`config.mk`:
```
export PLATFORM = sky130hd
export DESIGN_NAME = gate_motion_controller
export DESIGN_NICKNAME = d
export VERILOG_FILES = /design/src/logic/gate_motion_controller.v
export VERILOG_INCLUDE_DIRS = /design/src /design/src/logic
export SDC_FILE = /design/constraint.sdc
export NUM_CORES = 1
export LEC_CHECK = 0
export ABC_AREA = 1
export ABC_CLOCK_PERIOD_IN_PS = 2800
export BUFFER_PORTS_ARGS = -buffer_cell sky130_fd_sc_hd__buf_2
export CAP_MARGIN = 40
export CORE_MARGIN = 2
export CORE_UTILIZATION = 30
export DETAILED_ROUTE_END_ITERATION = 10
export SLEW_MARGIN = 5
export SYNTH_ARGS = -nofsm -noshare
export SYNTH_HDL_FRONTEND = slang
export SYNTH_HIERARCHICAL = 1
export SYNTH_SLANG_ARGS = --single-unit
```
`constraint.sdc`:
```
create_clock -name clk -period 2.8 [get_ports clk]
set_clock_uncertainty 0.1 [all_clocks]
set_input_delay 0.14 -clock clk [delete_from_list [all_inputs] [get_ports clk]]
set_output_delay 0.14 -clock clk [all_outputs]
set_load 0.005 [all_outputs]
```
`src/logic/gate_motion_defs.vh`:
```
// Purpose: constants for the gate motion controller
// Assumes: 10 MHz system clock
// Notes: times in their own unit, cycle counts derived
`ifndef GATE_MOTION_DEFS_VH
`define GATE_MOTION_DEFS_VH
`define CLK_FREQ_HZ 10000000
`define TICK_PERIOD_MS 100
`define TICK_CYCLES ((`CLK_FREQ_HZ / 1000) * `TICK_PERIOD_MS)
`define WARN_TIME_S 5
`define WARN_TICKS ((`WARN_TIME_S * 1000) / `TICK_PERIOD_MS)
`define FLASH_HALF_MS 500
`define FLASH_HALF_TICKS (`FLASH_HALF_MS / `TICK_PERIOD_MS)
`define SYNC_RST_NC 1'b1
`define SYNC_RST_NO 1'b0
`define ST_IDLE 3'h0
`define ST_WARN_OPEN 3'h1
`define ST_WARN_CLOSE 3'h2
`define ST_OPENING 3'h3
`define ST_CLOSING 3'h4
`endif

```
`src/logic/gate_motion_controller.v`:
```
// Purpose: motor gate controller with warning light and position status
// Assumes: all inputs except clk and resetn are field pins and pass a two-stage synchroniser
// Notes: one warning delay of 5 s precedes every motion start
`timescale 1ns/1ps
`include "gate_motion_defs.vh"

module gate_motion_controller #(
  parameter TICK_CYCLES = `TICK_CYCLES,
  parameter WARN_TICKS = `WARN_TICKS,
  parameter FLASH_HALF_TICKS = `FLASH_HALF_TICKS,
  parameter ENHANCED = 1
) (
  input wire clk,
  input wire resetn,
  input wire stop_button_n,
  input wire open_limit_n,
  input wire closed_limit_n,
  input wire safety_bar_n,
  input wire local_open_btn,
  input wire local_close_btn,
  input wire cord_open_in,
  input wire cord_close_in,
  input wire remote_open_cmd_in,
  input wire remote_close_cmd_in,
  output reg open_contactor_out,
  output reg close_contactor_out,
  output reg warning_light_out,
  output reg open_position_status_out,
  output reg closed_position_status_out
);

  // n.c. pins reset to their idle high level so no false trip follows reset
  wire stopSync;
  wire openLimSync;
  wire closedLimSync;
  wire barSync;
  wire localOpenSync;
  wire localCloseSync;
  wire cordOpenSync;
  wire cordCloseSync;
  wire remoteOpenSync;
  wire remoteCloseSync;

  pin_sync2 #(
    .RESET_VAL(`SYNC_RST_NC)
  ) syncStop (
    .clk(clk),
    .resetn(resetn),
    .pinIn(stop_button_n),
    .pinOut(stopSync)
  );

  pin_sync2 #(
    .RESET_VAL(`SYNC_RST_NC)
  ) syncOpenLim (
    .clk(clk),
    .resetn(resetn),
    .pinIn(open_limit_n),
    .pinOut(openLimSync)
  );

  pin_sync2 #(
    .RESET_VAL(`SYNC_RST_NC)
  ) syncClosedLim (
    .clk(clk),
    .resetn(resetn),
    .pinIn(closed_limit_n),
    .pinOut(closedLimSync)
  );

  pin_sync2 #(
    .RESET_VAL(`SYNC_RST_NC)
  ) syncBar (
    .clk(clk),
    .resetn(resetn),
    .pinIn(safety_bar_n),
    .pinOut(barSync)
  );

  pin_sync2 #(
    .RESET_VAL(`SYNC_RST_NO)
  ) syncLocalOpen (
    .clk(clk),
    .resetn(resetn),
    .pinIn(local_open_btn),
    .pinOut(localOpenSync)
  );

  pin_sync2 #(
    .RESET_VAL(`SYNC_RST_NO)
  ) syncLocalClose (
    .clk(clk),
    .resetn(resetn),
    .pinIn(local_close_btn),
    .pinOut(localCloseSync)
  );

  pin_sync2 #(
    .RESET_VAL(`SYNC_RST_NO)
  ) syncCordOpen (
    .clk(clk),
    .resetn(resetn),
    .pinIn(cord_open_in),
    .pinOut(cordOpenSync)
  );

  pin_sync2 #(
    .RESET_VAL(`SYNC_RST_NO)
  ) syncCordClose (
    .clk(clk),
    .resetn(resetn),
    .pinIn(cord_close_in),
    .pinOut(cordCloseSync)
  );

  pin_sync2 #(
    .RESET_VAL(`SYNC_RST_NO)
  ) syncRemoteOpen (
    .clk(clk),
    .resetn(resetn),
    .pinIn(remote_open_cmd_in),
    .pinOut(remoteOpenSync)
  );

  pin_sync2 #(
    .RESET_VAL(`SYNC_RST_NO)
  ) syncRemoteClose (
    .clk(clk),
    .resetn(resetn),
    .pinIn(remote_close_cmd_in),
    .pinOut(remoteCloseSync)
  );

  // normally closed contacts: low means active
  wire stopAct = ~stopSync;
  wire openLim = ~openLimSync;
  wire closedLim = ~closedLimSync;
  wire safetyAct = ~barSync;
  // normally open contacts: high means asserted
  wire openReq = localOpenSync | cordOpenSync | remoteOpenSync;
  wire closeReq = localCloseSync | cordCloseSync | remoteCloseSync;

  // prescaler for slow timing
  reg [23:0] preCnt;
  reg tick;
  always @(posedge clk or negedge resetn) begin
    if (!resetn) begin
      preCnt <= 24'h000000;
      tick <= 1'b0;
    end else if (preCnt == TICK_CYCLES[23:0] - 24'h000001) begin
      preCnt <= 24'h000000;
      tick <= 1'b1;
    end else begin
      preCnt <= preCnt + 24'h000001;
      tick <= 1'b0;
    end
  end

  reg [2:0] state;
  reg [2:0] next_state;
  reg [7:0] warnCnt;
  reg [7:0] flashCnt;
  reg flashPhase;
  reg reopenPending;

  wire warnDone = tick && (warnCnt == WARN_TICKS[7:0] - 8'h01);
  wire safetyTrip = (state == `ST_CLOSING || state == `ST_WARN_CLOSE) && safetyAct;

  always @* begin
    next_state = state;
    case (state)
      `ST_IDLE: begin
        if (stopAct) begin
          next_state = `ST_IDLE;
        end else if ((openReq || reopenPending) && !openLim) begin
          next_state = `ST_WARN_OPEN;
        end else if (closeReq && !closedLim && !safetyAct) begin
          next_state = `ST_WARN_CLOSE;
        end
      end
      `ST_WARN_OPEN: begin
        if (stopAct || openLim) begin
          next_state = `ST_IDLE;
        end else if (warnDone) begin
          next_state = `ST_OPENING;
        end
      end
      `ST_WARN_CLOSE: begin
        if (stopAct || closedLim || safetyAct) begin
          next_state = `ST_IDLE;
        end else if (warnDone) begin
          next_state = `ST_CLOSING;
        end
      end
      `ST_OPENING: begin
        // close requests ignored while opening
        if (stopAct || openLim) begin
          next_state = `ST_IDLE;
        end
      end
      `ST_CLOSING: begin
        if (stopAct || closedLim || safetyAct) begin
          next_state = `ST_IDLE;
        end
      end
      default: begin
        next_state = `ST_IDLE;
      end
    endcase
  end

  always @(posedge clk or negedge resetn) begin
    if (!resetn) begin
      state <= `ST_IDLE;
      warnCnt <= 8'h00;
      reopenPending <= 1'b0;
    end else begin
      state <= next_state;
      if (next_state != state) begin
        warnCnt <= 8'h00;
      end else if (tick) begin
        warnCnt <= warnCnt + 8'h01;
      end
      // stop overrides a pending reopen
      if (stopAct) begin
        reopenPending <= 1'b0;
      end else if (safetyTrip && ENHANCED != 0) begin
        reopenPending <= 1'b1;
      end else if (state == `ST_WARN_OPEN) begin
        reopenPending <= 1'b0;
      end else if (state == `ST_IDLE && openLim) begin
        reopenPending <= 1'b0; // already open, a stale reopen would linger
      end
    end
  end

  wire moving = (next_state == `ST_OPENING) || (next_state == `ST_CLOSING);
  wire warning = (next_state == `ST_WARN_OPEN) || (next_state == `ST_WARN_CLOSE);

  reg next_openContactor;
  reg next_closeContactor;
  reg next_warningLight;

  // one state drives at most one contactor, so both can never be on
  always @* begin
    next_openContactor = 1'b0;
    next_closeContactor = 1'b0;
    next_warningLight = 1'b0;
    if (next_state == `ST_OPENING) begin
      next_openContactor = 1'b1;
    end
    if (next_state == `ST_CLOSING) begin
      next_closeContactor = 1'b1;
    end
    if (moving || warning) begin
      next_warningLight = flashPhase;
    end
  end

  always @(posedge clk or negedge resetn) begin
    if (!resetn) begin
      flashCnt <= 8'h00;
      flashPhase <= 1'b0;
    end else if (!(moving || warning)) begin
      flashCnt <= 8'h00;
      flashPhase <= 1'b1;
    end else if (tick) begin
      if (flashCnt == FLASH_HALF_TICKS[7:0] - 8'h01) begin
        flashCnt <= 8'h00;
        flashPhase <= ~flashPhase;
      end else begin
        flashCnt <= flashCnt + 8'h01;
      end
    end
  end

  // outputs registered from the next state so a stop acts in one edge
  always @(posedge clk or negedge resetn) begin
    if (!resetn) begin
      open_contactor_out <= 1'b0;
      close_contactor_out <= 1'b0;
      warning_light_out <= 1'b0;
    end else begin
      open_contactor_out <= next_openContactor;
      close_contactor_out <= next_closeContactor;
      warning_light_out <= next_warningLight;
    end
  end

  // status follows the limits whatever the motion state
  always @(posedge clk or negedge resetn) begin
    if (!resetn) begin
      open_position_status_out <= 1'b0;
      closed_position_status_out <= 1'b0;
    end else begin
      open_position_status_out <= openLim;
      closed_position_status_out <= closedLim;
    end
  end

endmodule

// two-stage synchroniser for one field pin
// stage one is read by stage two only, to contain metastability
module pin_sync2 #(
  parameter [0:0] RESET_VAL = 1'b0
) (
  input wire clk,
  input wire resetn,
  input wire pinIn,
  output reg pinOut
);

  reg stageOne;

  always @(posedge clk or negedge resetn) begin
    if (!resetn) begin
      stageOne <= RESET_VAL;
      pinOut <= RESET_VAL;
    end else begin
      stageOne <= pinIn;
      pinOut <= stageOne;
    end
  end

endmodule

```
==> flow_metrics.env, run 1 <==
export IMPL_grt_max_degree=43
export IMPL_startpoint_type="register"
export IMPL_ys_ff_latch=71
export IMPL_grt_pass1_vias=2590
export IMPL_multi_input_area_mm2=0.00136
export IMPL_synth_xor_area_share_pct=7.19
export IMPL_cts_buffers=9
export IMPL_start_util_pct=31.0
export IMPL_peakVddDrop_mv=0.353
export IMPL_clk_path_buf_depth=2
export IMPL_min_period_ns=2.15
export IMPL_synth_area_mm2=0.00339
export IMPL_placed_area_mm2=0.00364
export IMPL_numClockSinks=71
export IMPL_critPathArrivalTime_ns=2.24
export IMPL_gp_congestion=0.910
export IMPL_layout_nets=436
export IMPL_insertion_delay_ns=0.33
export IMPL_syn_nets=400
export IMPL_register_area_mm2=0.00179
export IMPL_dpl_hpwl_um=4830
export IMPL_required_ns=2.89
export IMPL_maxSlewViolCount=0
export IMPL_finalCritPeriodShare_pct=76.7
export IMPL_synthAdderAreaFrac_pct=1.84
export IMPL_first_pass_iters=6
export IMPL_final_design_area_no_fill_mm2=0.00406
export IMPL_end_kind="register"
export IMPL_antenna_found_initial=0
export IMPL_hp_class="reg -> reg"
export IMPL_placement_rows=38
export IMPL_port_buffers=16
export IMPL_timing_fmax_ghz=0.466
export IMPL_slew_limit_headroom_pct=51.2
export IMPL_synthCells=383
export IMPL_rsz0062_at_grt="false"
export IMPL_areaGrowthSynthToFinish_pct=19.6
export IMPL_cts_hold_buf=11
export IMPL_die_w_um=110
export IMPL_drc=0
export IMPL_synth_avg_cell_area_um2=8.86
export IMPL_critical_path_class="reg -> reg"
export IMPL_post_cts_resize_count=0
export IMPL_diodes=0
export IMPL_vias=2594
export IMPL_dieArea_mm2=0.0122
export IMPL_whs_ns=0.246
export IMPL_fillers=1117
export IMPL_htree_levels=3
export IMPL_coreArea_mm2=0.0109
export IMPL_ys_types=33
export IMPL_ant_nets=0
export IMPL_power_density_mw_per_mm2=579
export IMPL_yosysSeqAreaShare_pct=52.7
export IMPL_overflow=0
export IMPL_cp_max_fo=16
export IMPL_leakage_uw=0.00193
export IMPL_tightest_slew_ns=0.732
export IMPL_drive_gt1_share_pct=13.9
export IMPL_hold_viol=0
export IMPL_synthMuxAreaShare_pct=0
export IMPL_yosys_area_share_simple_pct=27.3
export IMPL_drt_wirelength_per_cell_um=11.8
export IMPL_vias_per_cell=4.60
export IMPL_synth_compound_gate_area_share_pct=3.69
export IMPL_synth_top_family_by_area="simple AND/OR/NAND/NOR gates"
export IMPL_cts_root_buffer="clkbuf_16"
export IMPL_max_cap_violations=0
export IMPL_grt_usage_pct=12.7
export IMPL_cts_tree="built"
export IMPL_status="finished clean"
export IMPL_final_common_cell="nand2_1"
export IMPL_setup_viol_count_final=0
export IMPL_setup_tns_ns=0
export IMPL_die_h_um=110
export IMPL_clk_pin_slew_worst_paths_ns=0.06
export IMPL_drtIter0Drc=92
export IMPL_cts_setup_buffers=0
export IMPL_grt_pass1_wl_um=11800
export IMPL_pin_count=17
export IMPL_wl_um=6630
export IMPL_finalPower_uw=2350
export IMPL_yosysWarnings=6
export IMPL_mostFrequentLayoutCells="nand2_1 (78), dfrtp_1 (63), inv_1 (58)"
-- Yosys cell counts, drive strengths merged --
library cell,count,area [um^2]
or2,2,12.5
nor4,4,25.0
a21oi,9,48.8
buf,3,23.8
ha,5,62.6
nor3,18,101
a31o,1,8.76
o211ai,1,12.5
nand3b,1,7.51
xnor2,3,26.3
nand3,29,163
xor2,24,218
inv,60,225
dfrtp,63,1580
nor2,42,186
and3,1,6.26
dfstp,8,210
nand4,18,119
nand2,80,305
o21ai,11,55.1
-- cell families (layout without fill, tap and decap cells) --
| group | after synthesis | after routing |
|---|---|---|
| fa+ha+maj | 5 | 5 |
| compound gates | 22 | 22 |
| xor+xnor | 27 | 27 |
| flops | 71 | 71 |
| buf+inv | 63 | 104 |
| simple gates | 195 | 195 |
-- cell type report --
cell class / instances / area share (%)
clock buffers: 9 / 5.55
multi-input cells: 249 / 33.5
clock inverters: 7 / 1.91
well taps: 140 / 4.32
inverters: 60 / 5.55
repair buffers: 28 / 5.18
flip-flops and latches: 71 / 44.0
-- power breakdown --
part | total, uW | switching (uW) | leakage, uW | internal [uW]
sequential | 1070 | 16.2 | 0.000912 | 1060
clock | 1150 | 451 | 0.000147 | 700
combinational | 122 | 79.5 | 0.000875 | 42.3
-- sequential cells by signal (all words and copies together), names as in the netlist, 3 cells and up --
name	flops
preCnt	24
flashCnt	8
warnCnt	8
state	3
-- worst paths after layout --
path                                     startpoint  slack, ns  cells after the start                      to
setup reg to reg                               tick       0.65                      9             flashCnt[5]
hold / removal             syncRemoteClose/stageOne       0.25                      0  syncRemoteClose/pinOut
hold reg to reg            syncRemoteClose/stageOne       0.25                      0  syncRemoteClose/pinOut
max in group asynchronous                    resetn       1.57                      3      syncOpenLim/pinOut
min in group asynchronous                    resetn       0.30                      2              preCnt[15]
setup / recovery                               tick       0.65                      9             flashCnt[5]
-- per-layer routing --
layer / GRT usage (%) / wire, um
met1: 14.8 / 2970
met2: 21.2 / 3320
met3: 5.11 / 233
met4: 4.64 / 108
met5: 0 / 0
-- critical path, stage by stage, from the launching register on --
cell and delay [ns]:
dfrtp_1 0.66, nand2_1 0.10, nor2_1 0.10, nand2_1 0.10, nand2_1 0.07, nand2_1 0.04
nand2_1 0.12, nand4_2 0.36, nand2_1 0.24, o21ai_0 0.12
-- metrics by stage --
| stage | std cells | worst slack [ns] | util (%) |
|---|---|---|---|
| finish | 564 | 0.653 | 37.1 |
| global placement | 537 | 0.788 | 33.3 |
| detailed placement | 537 | 0.689 | 33.3 |
| floorplan | 383 | 1.12 | - |
| global route | 564 | 0.430 | 37.1 |
| CTS | 564 | 0.667 | 37.1 |
Note: power is estimated with default switching activity, not from simulation.
==> run 2: changes to the inputs <==
--- a/config.mk
+++ b/config.mk
@@ -7,7 +7,7 @@
 export NUM_CORES = 1
 export LEC_CHECK = 0
 export ABC_AREA = 1
-export ABC_CLOCK_PERIOD_IN_PS = 2800
+export ABC_CLOCK_PERIOD_IN_PS = 1800
 export BUFFER_PORTS_ARGS = -buffer_cell sky130_fd_sc_hd__buf_2
 export CAP_MARGIN = 40
 export CORE_MARGIN = 2
==> constraint.sdc (replaced) <==
create_clock -name clk -period 1.8 [get_ports clk]
set_clock_uncertainty 0.1 [all_clocks]
set_input_delay 0.09 -clock clk [delete_from_list [all_inputs] [get_ports clk]]
set_output_delay 0.09 -clock clk [all_outputs]
set_load 0.005 [all_outputs]
==> run 2 against run 1 <==
Effect of this change: power increased by 57%; final area increased by 7.1%; worst setup slack got worse by 0.60 ns; cell count increased by 3.0%; sequential cell count unchanged; hold slack got worse by 0.17 ns; non-clock buffer count increased by 16; clock power increased by 53%; critical path type unchanged; largest power group unchanged; highest routed layer unchanged.
==> flow_metrics.env, run 2 (synthesized netlist as in run 1, its figures left out) <==
export IMPL_start_util_pct=31.0
export IMPL_diodes=0
export IMPL_tightest_slew_ns=0.371
export IMPL_placed_cells=550
export IMPL_maxSlewViolCount=0
export IMPL_slew_limit_headroom_pct=75.0
export IMPL_cts_buffers=9
export IMPL_grt_usage_pct=12.6
export IMPL_timing_fmax_ghz=0.571
export IMPL_pre_cts_ws_ns=-0.0121
export IMPL_die_h_um=110
export IMPL_layout_nets=453
export IMPL_rsz0062_at_grt="true"
export IMPL_mostFrequentLayoutCells="nand2_1 (72), dfrtp_1 (61), inv_1 (56)"
export IMPL_port_buffers=16
export IMPL_hp_class="in -> async"
export IMPL_first_pass_iters=4
export IMPL_critPathArrivalTime_ns=1.86
export IMPL_whs_ns=0.0783
export IMPL_gp_congestion=0.880
export IMPL_placement_rows=38
export IMPL_clk_pin_slew_worst_paths_ns=0.06
export IMPL_critical_path_class="reg -> reg"
export IMPL_min_period_ns=1.75
export IMPL_setup_tns_ns=0
export IMPL_required_ns=1.91
export IMPL_ant_nets=0
export IMPL_antenna_found_initial=0
export IMPL_leakage_uw=0.00206
export IMPL_areaGrowthSynthToFinish_pct=28.1
export IMPL_fin_cells=581
export IMPL_startpoint_type="register"
export IMPL_setup_viol_count_final=0
export IMPL_status="finished clean"
export IMPL_wl_um=7110
export IMPL_drt_wirelength_per_cell_um=12.2
export IMPL_dpl_hpwl_um=4820
export IMPL_drtIter0Drc=160
export IMPL_power_density_mw_per_mm2=846
export IMPL_coreArea_mm2=0.0109
export IMPL_layout_setup_ws_ns=0.0498
export IMPL_max_cap_violations=0
export IMPL_numClockSinks=71
export IMPL_drc=0
export IMPL_grt_pass1_wl_um=11700
export IMPL_dieArea_mm2=0.0122
export IMPL_grt_pass1_vias=2603
export IMPL_peakVddDrop_mv=0.652
export IMPL_top_register="preCnt"
export IMPL_top_regs="preCnt: 24 flops, flashCnt: 8 flops, warnCnt: 8 flops"
export IMPL_grt_max_degree=61
export IMPL_vias_per_cell=4.61
export IMPL_cts_tree="built"
export IMPL_pin_count=17
export IMPL_die_w_um=110
export IMPL_final_common_cell="nand2_1"
export IMPL_htree_levels=3
export IMPL_cts_root_buffer="clkbuf_16"
export IMPL_clk_path_buf_depth=2
export IMPL_end_kind="register"
export IMPL_insertion_delay_ns=0.33
export IMPL_hold_viol=0
export IMPL_finalCritPeriodShare_pct=97.2
export IMPL_cp_max_fo=8
export IMPL_drive_gt1_share_pct=23.6
export IMPL_overflow=0
export IMPL_largest_reg_flops=24
export IMPL_finalPower_uw=3680
export IMPL_vias=2679
run 2: report_power, final:
part / internal (uW) / leakage (uW) / switching, uW
combinational: 94.2 / 0.00101 / 150
clock: 1080 / 0.000143 / 682
sequential: 1650 / 0.000909 / 25.9
total: 2820 / 0.00206 / 858
run 2: worst paths after layout:
| check | startpoint | endpoint | slack, ns | depth (start not counted) |
|---|---|---|---|---|
| worst max-delay path | warnCnt[1] | flashCnt[6] | 0.05 | 12 |
| min in group clk | syncRemoteClose/stageOne | syncRemoteClose/pinOut | 0.25 | 0 |
| max in group asynchronous | resetn | syncOpenLim/stageOne | 0.87 | 3 |
| worst min-delay path | resetn | preCnt[14] | 0.08 | 2 |
| worst max register to register | warnCnt[1] | flashCnt[6] | 0.05 | 12 |
| worst min register to register | syncRemoteClose/stageOne | syncRemoteClose/pinOut | 0.25 | 0 |
run 2: final cells by class:
cell class	instances	area (um^2)
inverters	60	225
clock buffers	10	229
clock inverters	6	68.8
flip-flops and latches	71	1790
repair buffers	44	338
well taps	140	175
multi-input cells	250	1520
fillers	1084	6590
run 2: metal layers:
layer / GRT usage (%) / vias up / share of wire (%)
li1: - / 1340 / -
met1: 15.7 / 1295 / 47
met2: 20.0 / 36 / 49
met3: 4.00 / 8 / 3.1
met4: 5.71 / 0 / 1.5
met5: 0 / - / 0
run 2: per-stage QoR:
step	cell area [um^2]	util [%]
final	4350	39.7
after global routing	4350	39.7
after CTS	4160	38.0
after detailed placement	3740	34.2
after global placement	3740	34.2
after floorplan	3390	-
run 2: critical path: stages, from the launching register on:
cell and delay, ns:
dfrtp_1 0.39, inv_2 0.08, ha_4 0.12, nand2_2 0.05, nor2_1 0.09, nand2_1 0.09, nand2_1 0.08, nand2_1 0.06
nand2_2 0.13, nand4_4 0.15, buf_6 0.17, nand3_1 0.06, o21ai_1 0.07
run 2: repair_timing:
action,in CTS,in global routing
endpoints found under the hold margin,73,0
resized for setup,2,43
hold buffers,11,0
buffers inserted,0,3
gates cloned,0,1
setup endpoints to repair,4,26
pin swaps,1,22
